===== config.mk =====
export PLATFORM = sky130hd
export DESIGN_NAME = mtm_timer
export DESIGN_NICKNAME = d
export VERILOG_FILES = /design/src/mtm_pkg.sv /design/src/mtm_timer.sv
export SDC_FILE = /design/constraint.sdc
export NUM_CORES = 1
export LEC_CHECK = 0
export BUFFER_PORTS_ARGS = -buffer_cell sky130_fd_sc_hd__buf_4
export CAP_MARGIN = 20
export CORE_UTILIZATION = 40
export CTS_CLUSTER_SIZE = 14
export DETAILED_ROUTE_END_ITERATION = 8
export PLACE_DENSITY_LB_ADDON = 0.15
export SLEW_MARGIN = 30
export SYNTH_ARGS = -nofsm -noshare
export SYNTH_HDL_FRONTEND = slang
export SYNTH_SLANG_ARGS = --single-unit

===== constraint.sdc =====
create_clock -name ref_clk -period 2.99 [get_ports ref_clk]
set_input_delay 0.1495 -clock ref_clk [delete_from_list [all_inputs] [get_ports ref_clk]]
set_output_delay 0.1495 -clock ref_clk [all_outputs]
set_load 0.05 [all_outputs]

===== src/mtm_pkg.sv =====
// Package for the modulo timer: register map, fields, encodings and types.
package mtm_pkg;
    // Register byte addresses
    localparam logic [3:0] MTM_ADDR_SC  = 4'h0;
    localparam logic [3:0] MTM_ADDR_CLK = 4'h4;
    localparam logic [3:0] MTM_ADDR_CNT = 4'h8;
    localparam logic [3:0] MTM_ADDR_MOD = 4'hC;
    // Status/control field positions
    localparam int MTM_SC_OVF  = 7;
    localparam int MTM_SC_IEN  = 6;
    localparam int MTM_SC_RST  = 5;
    localparam int MTM_SC_HALT = 4;
    // Clock config field positions
    localparam int MTM_CLK_SRC_HI = 5;
    localparam int MTM_CLK_SRC_LO = 4;
    localparam int MTM_CLK_PS_HI  = 3;
    // Clock source encodings
    localparam logic [1:0] MTM_SRC_BUS  = 2'h0;
    localparam logic [1:0] MTM_SRC_FIX  = 2'h1;
    localparam logic [1:0] MTM_SRC_FALL = 2'h2;
    localparam logic [1:0] MTM_SRC_RISE = 2'h3;
    // Largest prescale code, divide by 256
    localparam logic [3:0] MTM_PS_MAX = 4'h8;
    // Reset values and response codes
    localparam logic [7:0] MTM_ZERO8   = 8'h00;
    localparam logic [1:0] MTM_RESP_OK = 2'h0;
    localparam logic [1:0] MTM_RESP_SLVERR = 2'h2;

    typedef enum logic [1:0] {
        MTM_ST_STOPPED,
        MTM_ST_FREE,
        MTM_ST_MODULO
    } mtm_mode_e;

    // AXI4-Lite request from master
    typedef struct packed {
        logic [3:0]  awaddr;
        logic        awvalid;
        logic [31:0] wdata;
        logic [3:0]  wstrb;
        logic        wvalid;
        logic        bready;
        logic [3:0]  araddr;
        logic        arvalid;
        logic        rready;
    } mtm_axi_req_s;

    // AXI4-Lite response to master
    typedef struct packed {
        logic        awready;
        logic        wready;
        logic        bvalid;
        logic [1:0]  bresp;
        logic        arready;
        logic        rvalid;
        logic [31:0] rdata;
        logic [1:0]  rresp;
    } mtm_axi_rsp_s;

    // Whole block state
    typedef struct packed {
        logic        aw_have;
        logic [3:0]  aw_addr;
        logic        w_have;
        logic [31:0] w_data;
        logic        w_lane0;
        logic        bvalid;
        logic [1:0]  bresp;
        logic        rvalid;
        logic [31:0] rdata;
        logic [1:0]  rresp;
        logic [7:0]  count;
        logic [7:0]  modulo;
        logic [1:0]  src;
        logic [3:0]  ps;
        logic        halt;
        logic        ien;
        logic        ovf;
        logic        armed;
        logic [7:0]  pre;
        logic [1:0]  pin_sync;
        logic        pin_last;
        logic [1:0]  fix_sync;
        logic        fix_last;
    } mtm_state_s;
endpackage : mtm_pkg


===== src/mtm_timer.sv =====
// Modulo timer top: 8-bit counter, prescaler, source select, AXI4-Lite registers.
//
// Behaviour
// - Source select: 00 bus, 01 fixed clock, 10 pin falling, 11 pin rising.
// - Changing source keeps the count and continues with the new source.
// - Prescaler divides by 2 to the code, codes above 8 divide by 256.
// - Changing prescale keeps the count and continues at the new rate.
// - Count register is read-only, writes ignored, reset clears it.
// - Modulo zero counts free through full range, nonzero is compare value.
// - Any modulo write clears the count and the overflow flag (an overflow tick in the same cycle leaves the flag set).
// - Three modes: stopped, free-running, modulo.
// - Reset: stopped, count zero, modulo zero, bus clock, divide by one.
// - Count increments per tick and wraps to zero after matching modulo.
// - Overflow flag sets on the tick from modulo value to zero.
// - Flag clears by a read while set then writing zero to it.
// - An overflow between arming read and clearing write cancels the clear.
// - Writing one to counter reset bit clears the flag at once (an overflow tick in the same cycle leaves it set).
// - Interrupt request is flag and enable together.
// - Clearing the halt bit starts counting, free-running after reset.
// - Halt bit freezes count, clearing resumes, reset sets it.
// - Counter reset bit is write-only, clears count, reads zero.
// - Debug mode suspends counting, resumes from the held value.
//
// The AXI4-Lite interface to the registers and the address map are this design's own decisions.
module mtm_timer
(
    input  wire logic                  ref_clk,        // Bus clock
    input  wire logic                  rst,            // Synchronous reset
    input  wire mtm_pkg::mtm_axi_req_s axi_req,        // AXI4-Lite request
    output mtm_pkg::mtm_axi_rsp_s      axi_rsp,        // AXI4-Lite response
    input  wire logic                  ext_timer_clock_pin, // External clock pin
    input  wire logic                  fixed_freq_clock,    // Fixed clock level
    input  wire logic                  debug_halt,     // Background debug active
    output logic                       irq,            // Overflow interrupt
    output mtm_pkg::mtm_mode_e         mode            // Counter mode
);
    import mtm_pkg::*;

    mtm_state_s s_r;
    mtm_state_s s_nxt;

    // Prescaler tap: high when the low ps bits of pre are all ones, ps capped at 8
    function automatic logic tap_hit(input logic [7:0] pre, input logic [3:0] ps);
        logic [3:0] code;
        logic [7:0] mask;
        code = (ps > MTM_PS_MAX) ? MTM_PS_MAX : ps;
        mask = 8'(9'(9'h001 << code) - 9'h001);
        return (pre & mask) == mask;
    endfunction

    logic       src_pulse;
    logic       tick;
    logic       run;
    logic       aw_ok;
    logic       w_ok;
    logic       do_wr;
    logic       do_rd;
    logic [7:0] wbyte;
    logic [7:0] rbyte;
    logic       ovf_evt;

    // Handshake outputs
    assign aw_ok = axi_req.awvalid && !s_r.aw_have && !s_r.bvalid;
    assign w_ok  = axi_req.wvalid && !s_r.w_have && !s_r.bvalid;
    assign do_rd = axi_req.arvalid && !s_r.rvalid;
    assign run   = !s_r.halt && !debug_halt;

    always_comb begin
        axi_rsp         = '0;
        axi_rsp.awready = aw_ok;
        axi_rsp.wready  = w_ok;
        axi_rsp.bvalid  = s_r.bvalid;
        axi_rsp.bresp   = s_r.bresp;
        axi_rsp.arready = do_rd;
        axi_rsp.rvalid  = s_r.rvalid;
        axi_rsp.rdata   = s_r.rdata;
        axi_rsp.rresp   = s_r.rresp;
    end

    // Mode and interrupt
    assign irq = s_r.ovf && s_r.ien;
    always_comb begin
        if (s_r.halt) begin
            mode = MTM_ST_STOPPED;
        end else if (s_r.modulo == MTM_ZERO8) begin
            mode = MTM_ST_FREE;
        end else begin
            mode = MTM_ST_MODULO;
        end
    end

    // Source pulse selection: bus source always pulses, others from synchronised edges
    always_comb begin
        case (s_r.src)
            MTM_SRC_BUS:  src_pulse = 1'b1;
            MTM_SRC_FIX:  src_pulse = s_r.fix_sync[1] && !s_r.fix_last;
            MTM_SRC_FALL: src_pulse = !s_r.pin_sync[1] && s_r.pin_last;
            MTM_SRC_RISE: src_pulse = s_r.pin_sync[1] && !s_r.pin_last;
            default:      src_pulse = 1'b1;
        endcase
    end

    assign tick    = run && src_pulse && tap_hit(s_r.pre, s_r.ps);
    assign ovf_evt = tick && (s_r.count == s_r.modulo) && (s_r.modulo != MTM_ZERO8)
                     || tick && (s_r.modulo == MTM_ZERO8) && (s_r.count == 8'hFF);
    assign do_wr   = (s_r.aw_have || aw_ok) && (s_r.w_have || w_ok) && !s_r.bvalid;
    assign wbyte   = s_r.w_have ? s_r.w_data[7:0] : axi_req.wdata[7:0];

    // Read mux
    always_comb begin
        rbyte = MTM_ZERO8;
        case (axi_req.araddr)
            MTM_ADDR_SC: begin
                rbyte[MTM_SC_OVF]  = s_r.ovf;
                rbyte[MTM_SC_IEN]  = s_r.ien;
                rbyte[MTM_SC_HALT] = s_r.halt;
            end
            MTM_ADDR_CLK: rbyte = {2'h0, s_r.src, s_r.ps};
            MTM_ADDR_CNT: rbyte = s_r.count;
            MTM_ADDR_MOD: rbyte = s_r.modulo;
            default:      rbyte = MTM_ZERO8;
        endcase
    end

    // Next state
    always_comb begin
        logic [3:0] wa;
        logic       lane0;
        wa    = s_r.aw_have ? s_r.aw_addr : axi_req.awaddr;
        lane0 = s_r.w_have ? s_r.w_lane0 : axi_req.wstrb[0];
        s_nxt = s_r;
        // Synchronisers and edge memory
        s_nxt.pin_sync = {s_r.pin_sync[0], ext_timer_clock_pin};
        s_nxt.pin_last = s_r.pin_sync[1];
        s_nxt.fix_sync = {s_r.fix_sync[0], fixed_freq_clock};
        s_nxt.fix_last = s_r.fix_sync[1];
        // Prescaler advances on each source pulse while running
        if (run && src_pulse) begin
            s_nxt.pre = s_r.pre + 8'h01;
        end
        // Counter
        if (tick) begin
            if (ovf_evt) begin
                s_nxt.count = MTM_ZERO8;
            end else begin
                s_nxt.count = s_r.count + 8'h01;
            end
        end
        // Write address and data capture
        if (aw_ok && !do_wr) begin
            s_nxt.aw_have = 1'b1;
            s_nxt.aw_addr = axi_req.awaddr;
        end
        if (w_ok && !do_wr) begin
            s_nxt.w_have  = 1'b1;
            s_nxt.w_data  = axi_req.wdata;
            s_nxt.w_lane0 = axi_req.wstrb[0];
        end
        if (axi_req.bready && s_r.bvalid) begin
            s_nxt.bvalid = 1'b0;
        end
        // Register write effects
        if (do_wr) begin
            s_nxt.aw_have = 1'b0;
            s_nxt.w_have  = 1'b0;
            s_nxt.bvalid  = 1'b1;
            s_nxt.bresp   = (wa[1:0] == 2'h0 && wa <= MTM_ADDR_MOD) ? MTM_RESP_OK
                                                                   : MTM_RESP_SLVERR;
            if (lane0) begin
                case (wa)
                    MTM_ADDR_SC: begin
                        s_nxt.ien  = wbyte[MTM_SC_IEN];
                        s_nxt.halt = wbyte[MTM_SC_HALT];
                        if (!wbyte[MTM_SC_OVF] && s_r.armed) begin
                            s_nxt.ovf = 1'b0;
                        end
                        s_nxt.armed = 1'b0;
                        if (wbyte[MTM_SC_RST]) begin
                            s_nxt.count = MTM_ZERO8;
                            s_nxt.pre   = MTM_ZERO8;
                            s_nxt.ovf   = 1'b0;
                        end
                    end
                    MTM_ADDR_CLK: begin
                        s_nxt.src = wbyte[MTM_CLK_SRC_HI:MTM_CLK_SRC_LO];
                        s_nxt.ps  = wbyte[MTM_CLK_PS_HI:0];
                    end
                    MTM_ADDR_MOD: begin
                        s_nxt.modulo = wbyte;
                        s_nxt.count  = MTM_ZERO8;
                        s_nxt.pre    = MTM_ZERO8;
                        s_nxt.ovf    = 1'b0;
                        s_nxt.armed  = 1'b0;
                    end
                    default: begin
                        s_nxt.ien = s_r.ien; // Count register ignores writes
                    end
                endcase
            end
        end
        // Read channel
        if (axi_req.rready && s_r.rvalid) begin
            s_nxt.rvalid = 1'b0;
        end
        if (do_rd) begin
            s_nxt.rvalid = 1'b1;
            s_nxt.rdata  = {24'h000000, rbyte};
            s_nxt.rresp  = (axi_req.araddr[1:0] == 2'h0) ? MTM_RESP_OK : MTM_RESP_SLVERR;
            if (axi_req.araddr == MTM_ADDR_SC && s_r.ovf) begin
                s_nxt.armed = 1'b1;
            end
        end
        // New overflow sets the flag and cancels any pending clear
        if (ovf_evt) begin
            s_nxt.ovf   = 1'b1;
            s_nxt.armed = 1'b0;
        end
    end

    // State register
    always_ff @(posedge ref_clk) begin
        if (rst) begin
            s_r      <= '0;
            s_r.halt <= 1'b1;
        end else begin
            s_r <= s_nxt;
        end
    end

    // Helpers giving the effective write address and lane for assertions
    function automatic logic [3:0] wa_w();
        return s_r.aw_have ? s_r.aw_addr : axi_req.awaddr;
    endfunction
    function automatic logic lane0_w();
        return s_r.w_have ? s_r.w_lane0 : axi_req.wstrb[0];
    endfunction
endmodule // mtm_timer


==> qor.yml, run 1 <==
sta:
  tightest_slew_ns: 0.628
  rsz0062_at_grt: "no"
  tns_ns: 0
  fmax_mhz: 412
  clock_skew_ns: 0.00828
  max_slew_margin_pct: 57.9
  hold_violations: 0
  slew_violations: 0
  setup_viol: 0
  period_minus_slack_ns: 2.43
  period_share_pct: 81.1
die:
  start_util_pct: 41.1
  fp.coreArea_sq_um: 8720
  fp.dieH_um: 96.7
  die_area_sq_um: 9350
  die_w_um: 96.7
  placementRows: 34
  ios: 98
grt:
  grt.total_usage_pct: 15.6
  grt_max_degree: 53
  overflow: 0
  grt_pass1_wl_um: 11900
  antenna_found_initial: 0
  grt_pass1_vias: 2499
clocking:
  numCtsBuffers: 9
  ctsHoldBuffers: 0
  clk_path_buf_depth: 2
  cts_sinks: 67
  ctsResizeCount: 0
  clock_insertion_delay_worst_skew_ns: 0.34
  clockRootBuffer: "clkbuf_8"
  post_cts_buffers: 0
  htreeDepth: 3
  cts_tree: "yes"
  clk_pin_slew_ns: 0.07
placement:
  place_area_sq_um: 3750
  dp_cells: 520
  place_congestion: 0.850
  hpwl_um: 5140
  portBuffers: 44
setup_path:
  crit_path_frequent_cell: "a21oi_1"
  crit_chain: "nor3_1 > nand2_1 > ha_1 > and2_1 > o211ai_1 > a21oi_1 > nor4_1 > a31o_2 > a21oi_1"
  r2r-start: "s_r[20]"
  worstSetupEndpointType: "flop"
  required_ns: 3.22
  crit_type: "reg2reg"
  cpPeakStageDelay_ns: 0.60
  critPathLaunchType: "flop"
  cp_max_fo: 9
  critPathLaunch: "s_r[20]"
  cpMaxStageDelayCell: "nor4_1"
  cp.arrival_ns: 2.66
route:
  routed.top_layer: "met4"
  wl_met3_um: 270
  drc: 0
  finalWirelength_um: 7190
  drt_iter0_drc: 123
  first_pass_iters: 4
  wl_met2_um: 3370
  num_vias: 2688
  wl_per_cell_um: 13.4
  vias_per_cell: 5.01
  wl_met1_um: 3460
  ant_nets: 0
logic_synthesis:
  synth_async_sr_flop_share_pct: 0
  synth_cells: 401
  synthSimpleGateAreaFrac_pct: 20.9
  synthDistinctLibCells: 55
  ys_ff_latch: 67
  synth_top_family_by_area: "simple AND/OR/NAND/NOR gates"
  ys_warn_count: 0
  netlist_area_sq_um: 3590
  synth_mux_area_share_pct: 11.3
  synth_xor_area_share_pct: 4.64
  yosysSeqAreaShare_pct: 37.4
  avgSynthCellArea_sq_um: 8.94
  synth-main-ff-cell: "dfxtp_1"
  synth_compound_area_share_pct: 12.4
  synth_edf_count: 0
  synthAdderAreaFrac_pct: 1.05
power:
  p_leak_nw: 1.66
  vdd_drop_max_v: 0.000308
  power_density_nw_per_um2: 520
hold_path:
  hold_class: "in2reg"
  min_from: "fixed_freq_clock"
final_layout:
  area_growth_pct: 10.6
  nets: 480
  fillers: 870
  final_cell_count_no_fill: 536
  multi_input_comb_area_sq_um: 1900
  seq_area_sq_um: 1340
  drive_gt1_share_pct: 20.1
  diodes: 0
  final_area_sq_um: 3970
outcome:
  status: "finished clean"
run:
  max_cap_violations: 0
==> sequential cells by signal, summed over array words and instances (netlist names) <==
name     count
axi_rsp     12
s_r         51
s_nxt        4
==> critical path: cells and delay by family, from the launching register on <==
family	cells	cell delay, ns
simple gates	4	1.06
compound gates	4	0.61
flops	1	0.42
fa+ha+maj	1	0.23
==> cell families after synthesis <==
family | Yosys count
AO/OA/AOI/OAI | 63
XOR/XNOR | 19
adder cells (fa/ha/maj) | 3
buffers and inverters | 67
flip-flops | 67
multiplexers | 38
other | 1
AND/OR/NAND/NOR | 143
==> path summary, 6_finish.rpt <==
kind | end | slack (ns) | depth (start not counted)
worst max register to register | s_r[38] | 0.56 | 9
worst min register to register | s_nxt[3] | 0.44 | 1
worst min-delay path | s_nxt[2] | 0.03 | 2
worst max-delay path | s_r[38] | 0.56 | 9
==> per-layer routing <==
metal | vias up | global-route usage, %
met2 | 66 | 25.7
met4 | 0 | 4.13
li1 | 1376 | -
met3 | 7 | 4.70
met1 | 1239 | 19.8
met5 | - | 0
==> area by class of cell <==
cell class	count	area share [%]
Inverter	7	0.662
Multi-Input combinational cell	292	48.0
Clock buffer	13	4.26
Timing Repair Buffer	46	8.71
Clock inverter	3	1.14
Sequential cell	67	33.8
Tap cell	108	3.41
==> through the flow <==
stage	utilization (%)	setup slack [ns]	hold WS (ns)	power (mW)
detailed placement	43.0	0.553	0.373	1.29
CTS	45.5	0.541	0.0114	2.09
global placement	43.0	0.626	0.360	1.28
finish	45.5	0.564	0.0252	2.06
floorplan	-	0.836	0.278	1.26
global route	45.5	0.319	0.00871	2.15
==> power breakdown <==
part	internal [mW]	switching, mW
clock	0.454	0.342
sequential	0.920	0.0262
combinational	0.106	0.213
==> synth_stat cells (3+ instances only) <==
cell,number,area (sq um)
xnor2_1,6,52.6
a31o_2,3,26.3
a22oi_1,8,60.1
nor2_1,64,240
nand2_1,9,33.8
a22o_1,5,43.8
ha_1,3,37.5
nand2b_1,5,31.3
nand3_1,7,35.0
o21ai_0,11,55.1
mux2_2,11,124
a21oi_1,18,90.1
nor2b_1,8,50.1
nor4_1,4,25.0
a21o_1,3,22.5
xor2_1,13,114
mux2i_1,26,260
dfxtp_1,67,1340
and3_1,4,25.0
buf_4,42,315
clkbuf_1,11,41.3
nand4_1,6,37.5
and2_1,6,37.5
buf_6,3,33.8
nor3_1,14,70.1
inv_1,7,26.3
==> cell usage in the layout (no fill, tap or decap), types with 3 or more instances in the layout <==
cell / synthesis / final
a22oi_1: 8 / 8
nand2b_1: 5 / 5
nor3_1: 14 / 14
mux2i_1: 26 / 26
o21ai_0: 11 / 11
clkbuf_8: 0 / 12
xnor2_1: 6 / 6
nor2_1: 64 / 64
conb_1: 1 / 26
nand2_1: 9 / 9
and2_1: 6 / 6
xor2_1: 13 / 13
a21o_1: 3 / 3
nor4_1: 4 / 4
ha_1: 3 / 3
inv_1: 7 / 7
mux2_2: 11 / 11
a31o_2: 3 / 3
and3_1: 4 / 4
a22o_1: 5 / 5
nand4_1: 6 / 6
nor2b_1: 8 / 8
dfxtp_1: 67 / 67
buf_4: 42 / 46
a21oi_1: 18 / 18
nand3_1: 7 / 7
Note: power is estimated with default switching activity, not from simulation.
==> run 2, diff against run 1 <==
--- a/config.mk
+++ b/config.mk
@@ -5,6 +5,7 @@
 export SDC_FILE = /design/constraint.sdc
 export NUM_CORES = 1
 export LEC_CHECK = 0
+export ABC_AREA = 1
 export BUFFER_PORTS_ARGS = -buffer_cell sky130_fd_sc_hd__buf_4
 export CAP_MARGIN = 20
 export CORE_UTILIZATION = 40
==> constraint.sdc (replaced) <==
create_clock -name ref_clk -period 1.95 [get_ports ref_clk]
set_input_delay 0.0975 -clock ref_clk [delete_from_list [all_inputs] [get_ports ref_clk]]
set_output_delay 0.0975 -clock ref_clk [all_outputs]
set_load 0.05 [all_outputs]
==> run 2 against run 1 <==
Net effect:
- the flow now finishes with violations (setup timing)
- count of clock-buffer cells in the layout is 3 lower
- non-clock buffer count is 33 higher
- register-to-register slack worse by 0.59 ns
- combinational power grew to 2.6 times the previous value
- worst hold slack better by 0.014 ns
- routed wire length is 16% higher
- critical path depth is 6 higher
- area after synthesis is 0.21% higher
- clock power is 31% higher
- setup slack worse by 0.59 ns
- synthesized cell count is 29% higher
- via count is 22% higher
- largest power group unchanged
==> qor.yml, run 2 <==
outcome:
  status: "complete, but fails checks"
  violations: "setup timing"
grt:
  grt_use_met3_pct: 4.84  # +0.14 points
  grt.total_usage_pct: 18.3  # +2.7 points
  antenna_found_initial: 0  # unchanged
  grt_busiest_layer: "met2"
  met2_usage_pct: 29.4  # +3.7 points
  overflow: 0  # unchanged
  grtUsageMet1_pct: 24.2  # +4.4 points
  grt_pass1_wl_um: 13800  # +15%
  grt_max_degree: 21  # -60%
  grt_pass1_vias: 2995  # +20%
final_layout:
  area_growth_pct: 22.1
  final_common_cell: "nand2_1"
  largest_reg_flops: 51  # unchanged
  drive_gt1_share_pct: 20.0  # -0.13 points
  nets: 638  # +33%
  fillers: 905  # +4.0%
  regMostFlops: "s_r"
  layout_common_cells: "nand2_1, nor2_1, dfxtp_1"
  diodes: 0  # unchanged
power:
  p_leak_nw: 2.01  # +21%
  vdd_drop_max_v: 0.000468  # +52%
  power_density_nw_per_um2: 768  # +48%
  total_power_mw: 3.37  # +64%
sta:
  slew_violations: 0  # unchanged
  fmax_mhz: 506  # +23%
  max_slew_margin_pct: 65.5  # +7.6 points
  rsz0062_at_grt: "yes"
  tightest_slew_ns: 0.515  # -0.113 ns
  tns_ns: -0.0317  # -0.0317 ns
  hold_violations: 0  # unchanged
  setup_viol: 2  # +2
  clock_skew_ns: 0.00829  # +0.0000126 ns
  period_minus_slack_ns: 1.98  # -0.449 ns
  setup_ws_ns: -0.0273  # -0.591 ns
  period_share_pct: 101  # +20 points
clocking:
  htreeDepth: 3  # unchanged
  cts_tree: "yes"
  clk_pin_slew_ns: 0.07  # about the same
  clock_insertion_delay_worst_skew_ns: 0.34  # about the same
  cts_sinks: 67  # unchanged
  numCtsBuffers: 9  # unchanged
  clk_path_buf_depth: 2  # unchanged
  clockRootBuffer: "clkbuf_8"
route:
  drt_iter0_drc: 144  # +17%
  num_vias: 3270  # +22%
  drc: 0  # unchanged
  first_pass_iters: 4  # unchanged
  wl_per_cell_um: 12.0  # -11%
  finalWirelength_um: 8330  # +16%
  ant_nets: 0  # unchanged
  vias_per_cell: 4.71  # -6.0%
die:
  ios: 98  # unchanged
  placementRows: 34  # unchanged
  fp.coreArea_sq_um: 8720  # unchanged
  start_util_pct: 41.2  # +0.086 points
  die_w_um: 96.8  # +0.10%
  fp.dieH_um: 96.8  # +0.10%
  die_area_sq_um: 9370  # +0.21%
placement:
  place_congestion: 0.901  # +5.9%
  post-place-ws_ns: -0.0299  # -0.583 ns
  hpwl_um: 6160  # +20%
  portBuffers: 44  # unchanged
logic_synthesis:
  synth_area_leaders: "dfxtp_1, nand2_1, buf_4, nor2_1, inv_1"
  synth_mux_area_share_pct: 0.279  # -11 points
  ys_warn_count: 0  # unchanged
  synthAdderAreaFrac_pct: 1.04  # -0.0022 points
  synth_compound_area_share_pct: 10.8  # -1.6 points
  synth-main-ff-cell: "dfxtp_1"
  synth.most_common_cell: "nand2_1"
  synth_xor_area_share_pct: 3.66  # -0.98 points
  synth_async_sr_flop_share_pct: 0  # unchanged
  synth_edf_count: 0  # unchanged
  synthSimpleGateAreaFrac_pct: 29.9  # +9.0 points
  synthTopCellsByCount: "nand2_1, nor2_1, dfxtp_1"
  avgSynthCellArea_sq_um: 6.94  # -22%
  ys_ff_latch: 67  # unchanged
  synthDistinctLibCells: 37  # -33%
  yosysTopAreaCell: "dfxtp_1"
  synth_top_family_by_area: "simple AND/OR/NAND/NOR gates"
  synth.top_cell.area_share_pct: 37.3  # -0.078 points
  yosysSeqAreaShare_pct: 37.3  # -0.078 points
  synth_cells: 518  # +29%
  netlist_area_sq_um: 3590  # +0.21%
setup_path:
  cp.arrival_ns: 2.26  # -0.40 ns
  required_ns: 2.23  # -0.99 ns
  critPathLaunchType: "flop"
  crit_chain: "inv_2 > nand2_2 > inv_2 > nand3_2 > ha_4 > nor2_1 > a21oi_1 > nand2_1 > nor2_2 > nand2_2 > nor2_4 > buf_12 > nand3_2 > xor2_1 > nor2_1"
  worstSetupEndpointType: "flop"
  cp_num_buf_inv: 3  # +3
  cpMaxStageDelayCell: "dfxtp_4"
  cp_top_family: "simple AND/OR/NAND/NOR gates"
  cp_max_fo: 5  # -4
  crit_type: "reg2reg"
  cpPeakStageDelay_ns: 0.36  # -0.24 ns
run:
  max_cap_violations: 0  # unchanged
hold_path:
  hold_class: "in2reg"
[run 2: power breakdown]
part | switching, mW | internal, mW | leakage, nW
clock | 0.545 | 0.493 | 0.0843
combinational | 0.574 | 0.251 | 1.38
sequential | 0.0536 | 1.45 | 0.546
[run 2: final timing paths]
path                   start    endpoint  slack [ns]  cells past startpoint
setup / recovery     s_r[21]     s_r[38]       -0.03                     15
hold / removal    axi_req[2]  axi_rsp[1]        0.04                      3
setup reg to reg     s_r[21]     s_r[38]       -0.03                     15
hold reg to reg     s_nxt[5]    s_nxt[3]        0.40                      2
[run 2: stage by stage]
stage	hold WS, ns	utilization (%)	area [sq um]	instances
2_1_floorplan	0.204	-	3690	543
3_3_place_gp	0.309	45.2	3940	661
3_5_place_dp	0.309	45.2	3940	661
4_1_cts	0.0180	49.1	4290	692
5_1_grt	0.0297	50.3	4390	694
6_report	0.0390	50.3	4390	694
[run 2: cell type report]
class                      count  area [sq um]  area share [%]
tap                          108           135            3.08
timing repair buffer          79           647            14.7
inverter                      64           243            5.53
multi-input combinational    360          1840            41.9
clock inverter                 6          41.3           0.941
clock buffer                  10           138            3.14
sequential                    67          1350            30.7
[run 2: cells by family after synthesis]
logic type	Yosys count
buffers and inverters	116
AO/OA/AOI/OAI	73
other	1
AND/OR/NAND/NOR	242
flip-flops	67
XOR/XNOR	15
adder cells (fa/ha/maj)	3
multiplexers	1
[run 2: routing by layer]
layer / vias to the layer above / wire length, um
met3: 11 / 296
met2: 64 / 3900
met5: - / 0
met1: 1488 / 4020
met4: 0 / 113
li1: 1707 / -
[run 2: tightest hold or removal path, cell delays in order]
cell and delay (ns):
buf_4 0.07, nor2_1 0.04, a21oi_1 0.13
[run 2: timing repair]
action | 4_1_cts | 5_1_grt
setup buffers | 0 | 2
resized for setup | 7 | 24
hold endpoints to repair | 15 | 0
hold buffers | 15 | 0
setup endpoints to repair | 6 | 24
pin swaps | 4 | 9
==> run 3, diff against run 2 <==
--- a/config.mk
+++ b/config.mk
@@ -12,6 +12,7 @@
 export CTS_CLUSTER_SIZE = 14
 export DETAILED_ROUTE_END_ITERATION = 8
 export PLACE_DENSITY_LB_ADDON = 0.15
+export SETUP_SLACK_MARGIN = 0.3
 export SLEW_MARGIN = 30
 export SYNTH_ARGS = -nofsm -noshare
 export SYNTH_HDL_FRONTEND = slang
==> constraint.sdc (replaced) <==
create_clock -name ref_clk -period 2.4 [get_ports ref_clk]
set_input_delay 0.12 -clock ref_clk [delete_from_list [all_inputs] [get_ports ref_clk]]
set_output_delay 0.12 -clock ref_clk [all_outputs]
set_load 0.05 [all_outputs]
==> run 3 against run 2 <==
Net effect:
- the flow now finishes without violations
- cell count shrank 3.3%
- sequential cell count is the same
- setup slack gained 0.48 ns
- clock skew grew 0.0011 ns
- maximum frequency grew 1.4%
- worst hold slack lost 0.030 ns
- first-iteration DRC count shrank 26%
- global-route usage grew 0.093 points
- critical endpoint is now s_r[36]
- highest routed layer unchanged
==> qor.yml, run 3 (same netlist as run 2, synthesis figures left out) <==
final_layout:
  diodes: 0  # unchanged
  utilization_pct: 47.2  # -3.2 points
  nets: 616  # -3.4%
  area_growth_pct: 14.4
  layout_common_cells: "nand2_1, nor2_1, dfxtp_1"
  final_common_cell: "nand2_1"
  largest_reg_flops: 51  # unchanged
  drive_gt1_share_pct: 16.9  # -3.1 points
  regMostFlops: "s_r"
  fillers: 896  # -0.99%
  seq_area_sq_um: 1350  # about the same
  multi_input_comb_area_sq_um: 1780  # -3.3%
  final_cell_count_no_fill: 671  # -3.3%
die:
  fp.dieH_um: 96.8  # unchanged
  start_util_pct: 41.2  # unchanged
  die_area_sq_um: 9370  # unchanged
  placementRows: 34  # unchanged
  ios: 98  # unchanged
  fp.coreArea_sq_um: 8720  # unchanged
  die_w_um: 96.8  # unchanged
setup_path:
  critPathLaunch: "s_r[21]"
  critPathLaunchType: "flop"
  cp_max_fo: 5  # unchanged
  r2r-end: "s_r[36]"
  cp_num_buf_inv: 3  # unchanged
  r2r_cells: 16  # +1
  r2r-start: "s_r[21]"
  cpPeakStageDelay_ns: 0.38  # +0.02 ns
  cp_top_family: "simple AND/OR/NAND/NOR gates"
  required_ns: 2.68  # +0.45 ns
  crit_path_frequent_cell: "nand2_1"
  cpMaxStageDelayCell: "dfxtp_4"
  reg2reg_slack_ns: 0.45  # +0.48 ns
  cp.arrival_ns: 2.23  # -0.03 ns
  crit_type: "reg2reg"
  worstSetupEndpointType: "flop"
  crit_chain: "inv_4 > nand2_1 > inv_1 > nand3_1 > ha_1 > nor2_1 > a21oi_1 > nand2_1 > nor2_2 > nand2_2 > nor2_4 > buf_6 > nand2_1 > nand2_1 > nand3_1 > a21oi_1"
grt:
  grt_pass1_wl_um: 13800  # unchanged
  antenna_found_initial: 0  # unchanged
  overflow: 0  # unchanged
  grt_pass1_vias: 2930  # -2.2%
  grt_max_degree: 21  # unchanged
  grt.total_usage_pct: 18.4  # +0.093 points
hold_path:
  hold_class: "in2reg"
  hold_path_depth: 3  # unchanged
  min_from: "axi_req[16]"
  min_to: "s_r[83]"
clocking:
  clk_path_buf_depth: 2  # unchanged
  clockRootBuffer: "clkbuf_8"
  clock_insertion_delay_worst_skew_ns: 0.35  # about the same
  clk_pin_slew_ns: 0.08  # about the same
  numCtsBuffers: 9  # unchanged
  htreeDepth: 3  # unchanged
  cts_sinks: 67  # unchanged
  cts_tree: "yes"
placement:
  dp_cells: 650  # -1.7%
  place_congestion: 0.883  # -2.0%
  portBuffers: 44  # unchanged
  hpwl_um: 6050  # -1.9%
sta:
  tightest_slew_ns: 0.488  # -0.0266 ns
  setup_viol: 0  # -2
  period_share_pct: 81.3  # -20 points
  rsz0062_at_grt: "no"
  holdWs_ns: 0.00879  # -0.0302 ns
  hold_violations: 0  # unchanged
  tns_ns: 0  # +0.0317 ns
  period_minus_slack_ns: 1.95  # -0.0271 ns
  slew_violations: 0  # unchanged
  fmax_mhz: 513  # +1.4%
  clock_skew_ns: 0.00944  # +0.00115 ns
  max_slew_margin_pct: 67.1  # +1.6 points
power:
  p_leak_nw: 1.89  # -6.1%
  power_density_nw_per_um2: 666  # -13%
  vdd_drop_max_v: 0.000270  # -42%
  total_power_mw: 2.74  # -19%
route:
  num_vias: 3200  # -2.1%
  first_pass_iters: 4  # unchanged
  finalWirelength_um: 8250  # -0.95%
  vias_per_cell: 4.77  # +1.2%
  drt_iter0_drc: 107  # -26%
  wl_per_cell_um: 12.3  # +2.4%
  drc: 0  # unchanged
  ant_nets: 0  # unchanged
run:
  max_cap_violations: 0  # unchanged
outcome:
  status: "finished clean"
## run 3: cell count changes in the layout (fill, tap and decap cells not counted), sizes merged
cell and change:
dlygate4sd3 -12, buf -11, clkbuf +3, clkinvlp -3, clkinv -1, nor2 +1
## run 3: power breakdown
part	internal, mW	switching [mW]
Sequential	1.18	0.0533
Clock	0.452	0.432
Combinational	0.177	0.442
## run 3: cell type report
type	count	share of cell area (%)
inverter	64	5.96
timing repair buffer	56	10.5
multi-input combinational	361	43.2
sequential	67	32.7
clock inverter	2	0.243
clock buffer	13	4.11
tap	108	3.29
## run 3: what timing repair did
item                                   in CTS  in global routing
buffers inserted                            1                  1
pin swaps                                   1                  4
hold buffers                                3                  0
setup endpoints to repair                  10                 10
cloned                                      1                  0
resized for setup                           4                 12
endpoints found under the hold margin       3                  0
## run 3: worst max-delay path by stage
| stage | end | slack (ns) | depth (start not counted) |
|---|---|---|---|
| 6_report | s_r[36] | 0.45 | 16 |
| 5_1_grt | s_r[36] | 0.27 | 15 |
| 4_1_cts | s_r[35] | 0.32 | 11 |
| 3_5_place_dp | s_r[37] | 0.22 | 14 |
| 3_3_place_gp | s_r[35] | 0.24 | 14 |
| 2_1_floorplan | s_r[34] | 0.53 | 14 |
## run 3: metal layers
layer	vias to the layer above	global-route usage [%]	wire length [um]
li1	1656	-	-
met1	1471	24.8	4030
met2	64	28.5	3760
met3	9	4.77	363
met4	0	5.97	100
met5	-	0	0
## run 3: tightest hold or removal path, cell delays in order
cell    delay [ns]
buf_4         0.08
nor2_1        0.03
nor2_1        0.08
## run 3: through the flow
stage                     setup WS [ns]  cell area [sq um]
after floorplan                   0.534               3690
final                             0.450               4110
after CTS                         0.324               4070
after detailed placement          0.220               3840
after global routing              0.272               4110
after global placement            0.244               3840
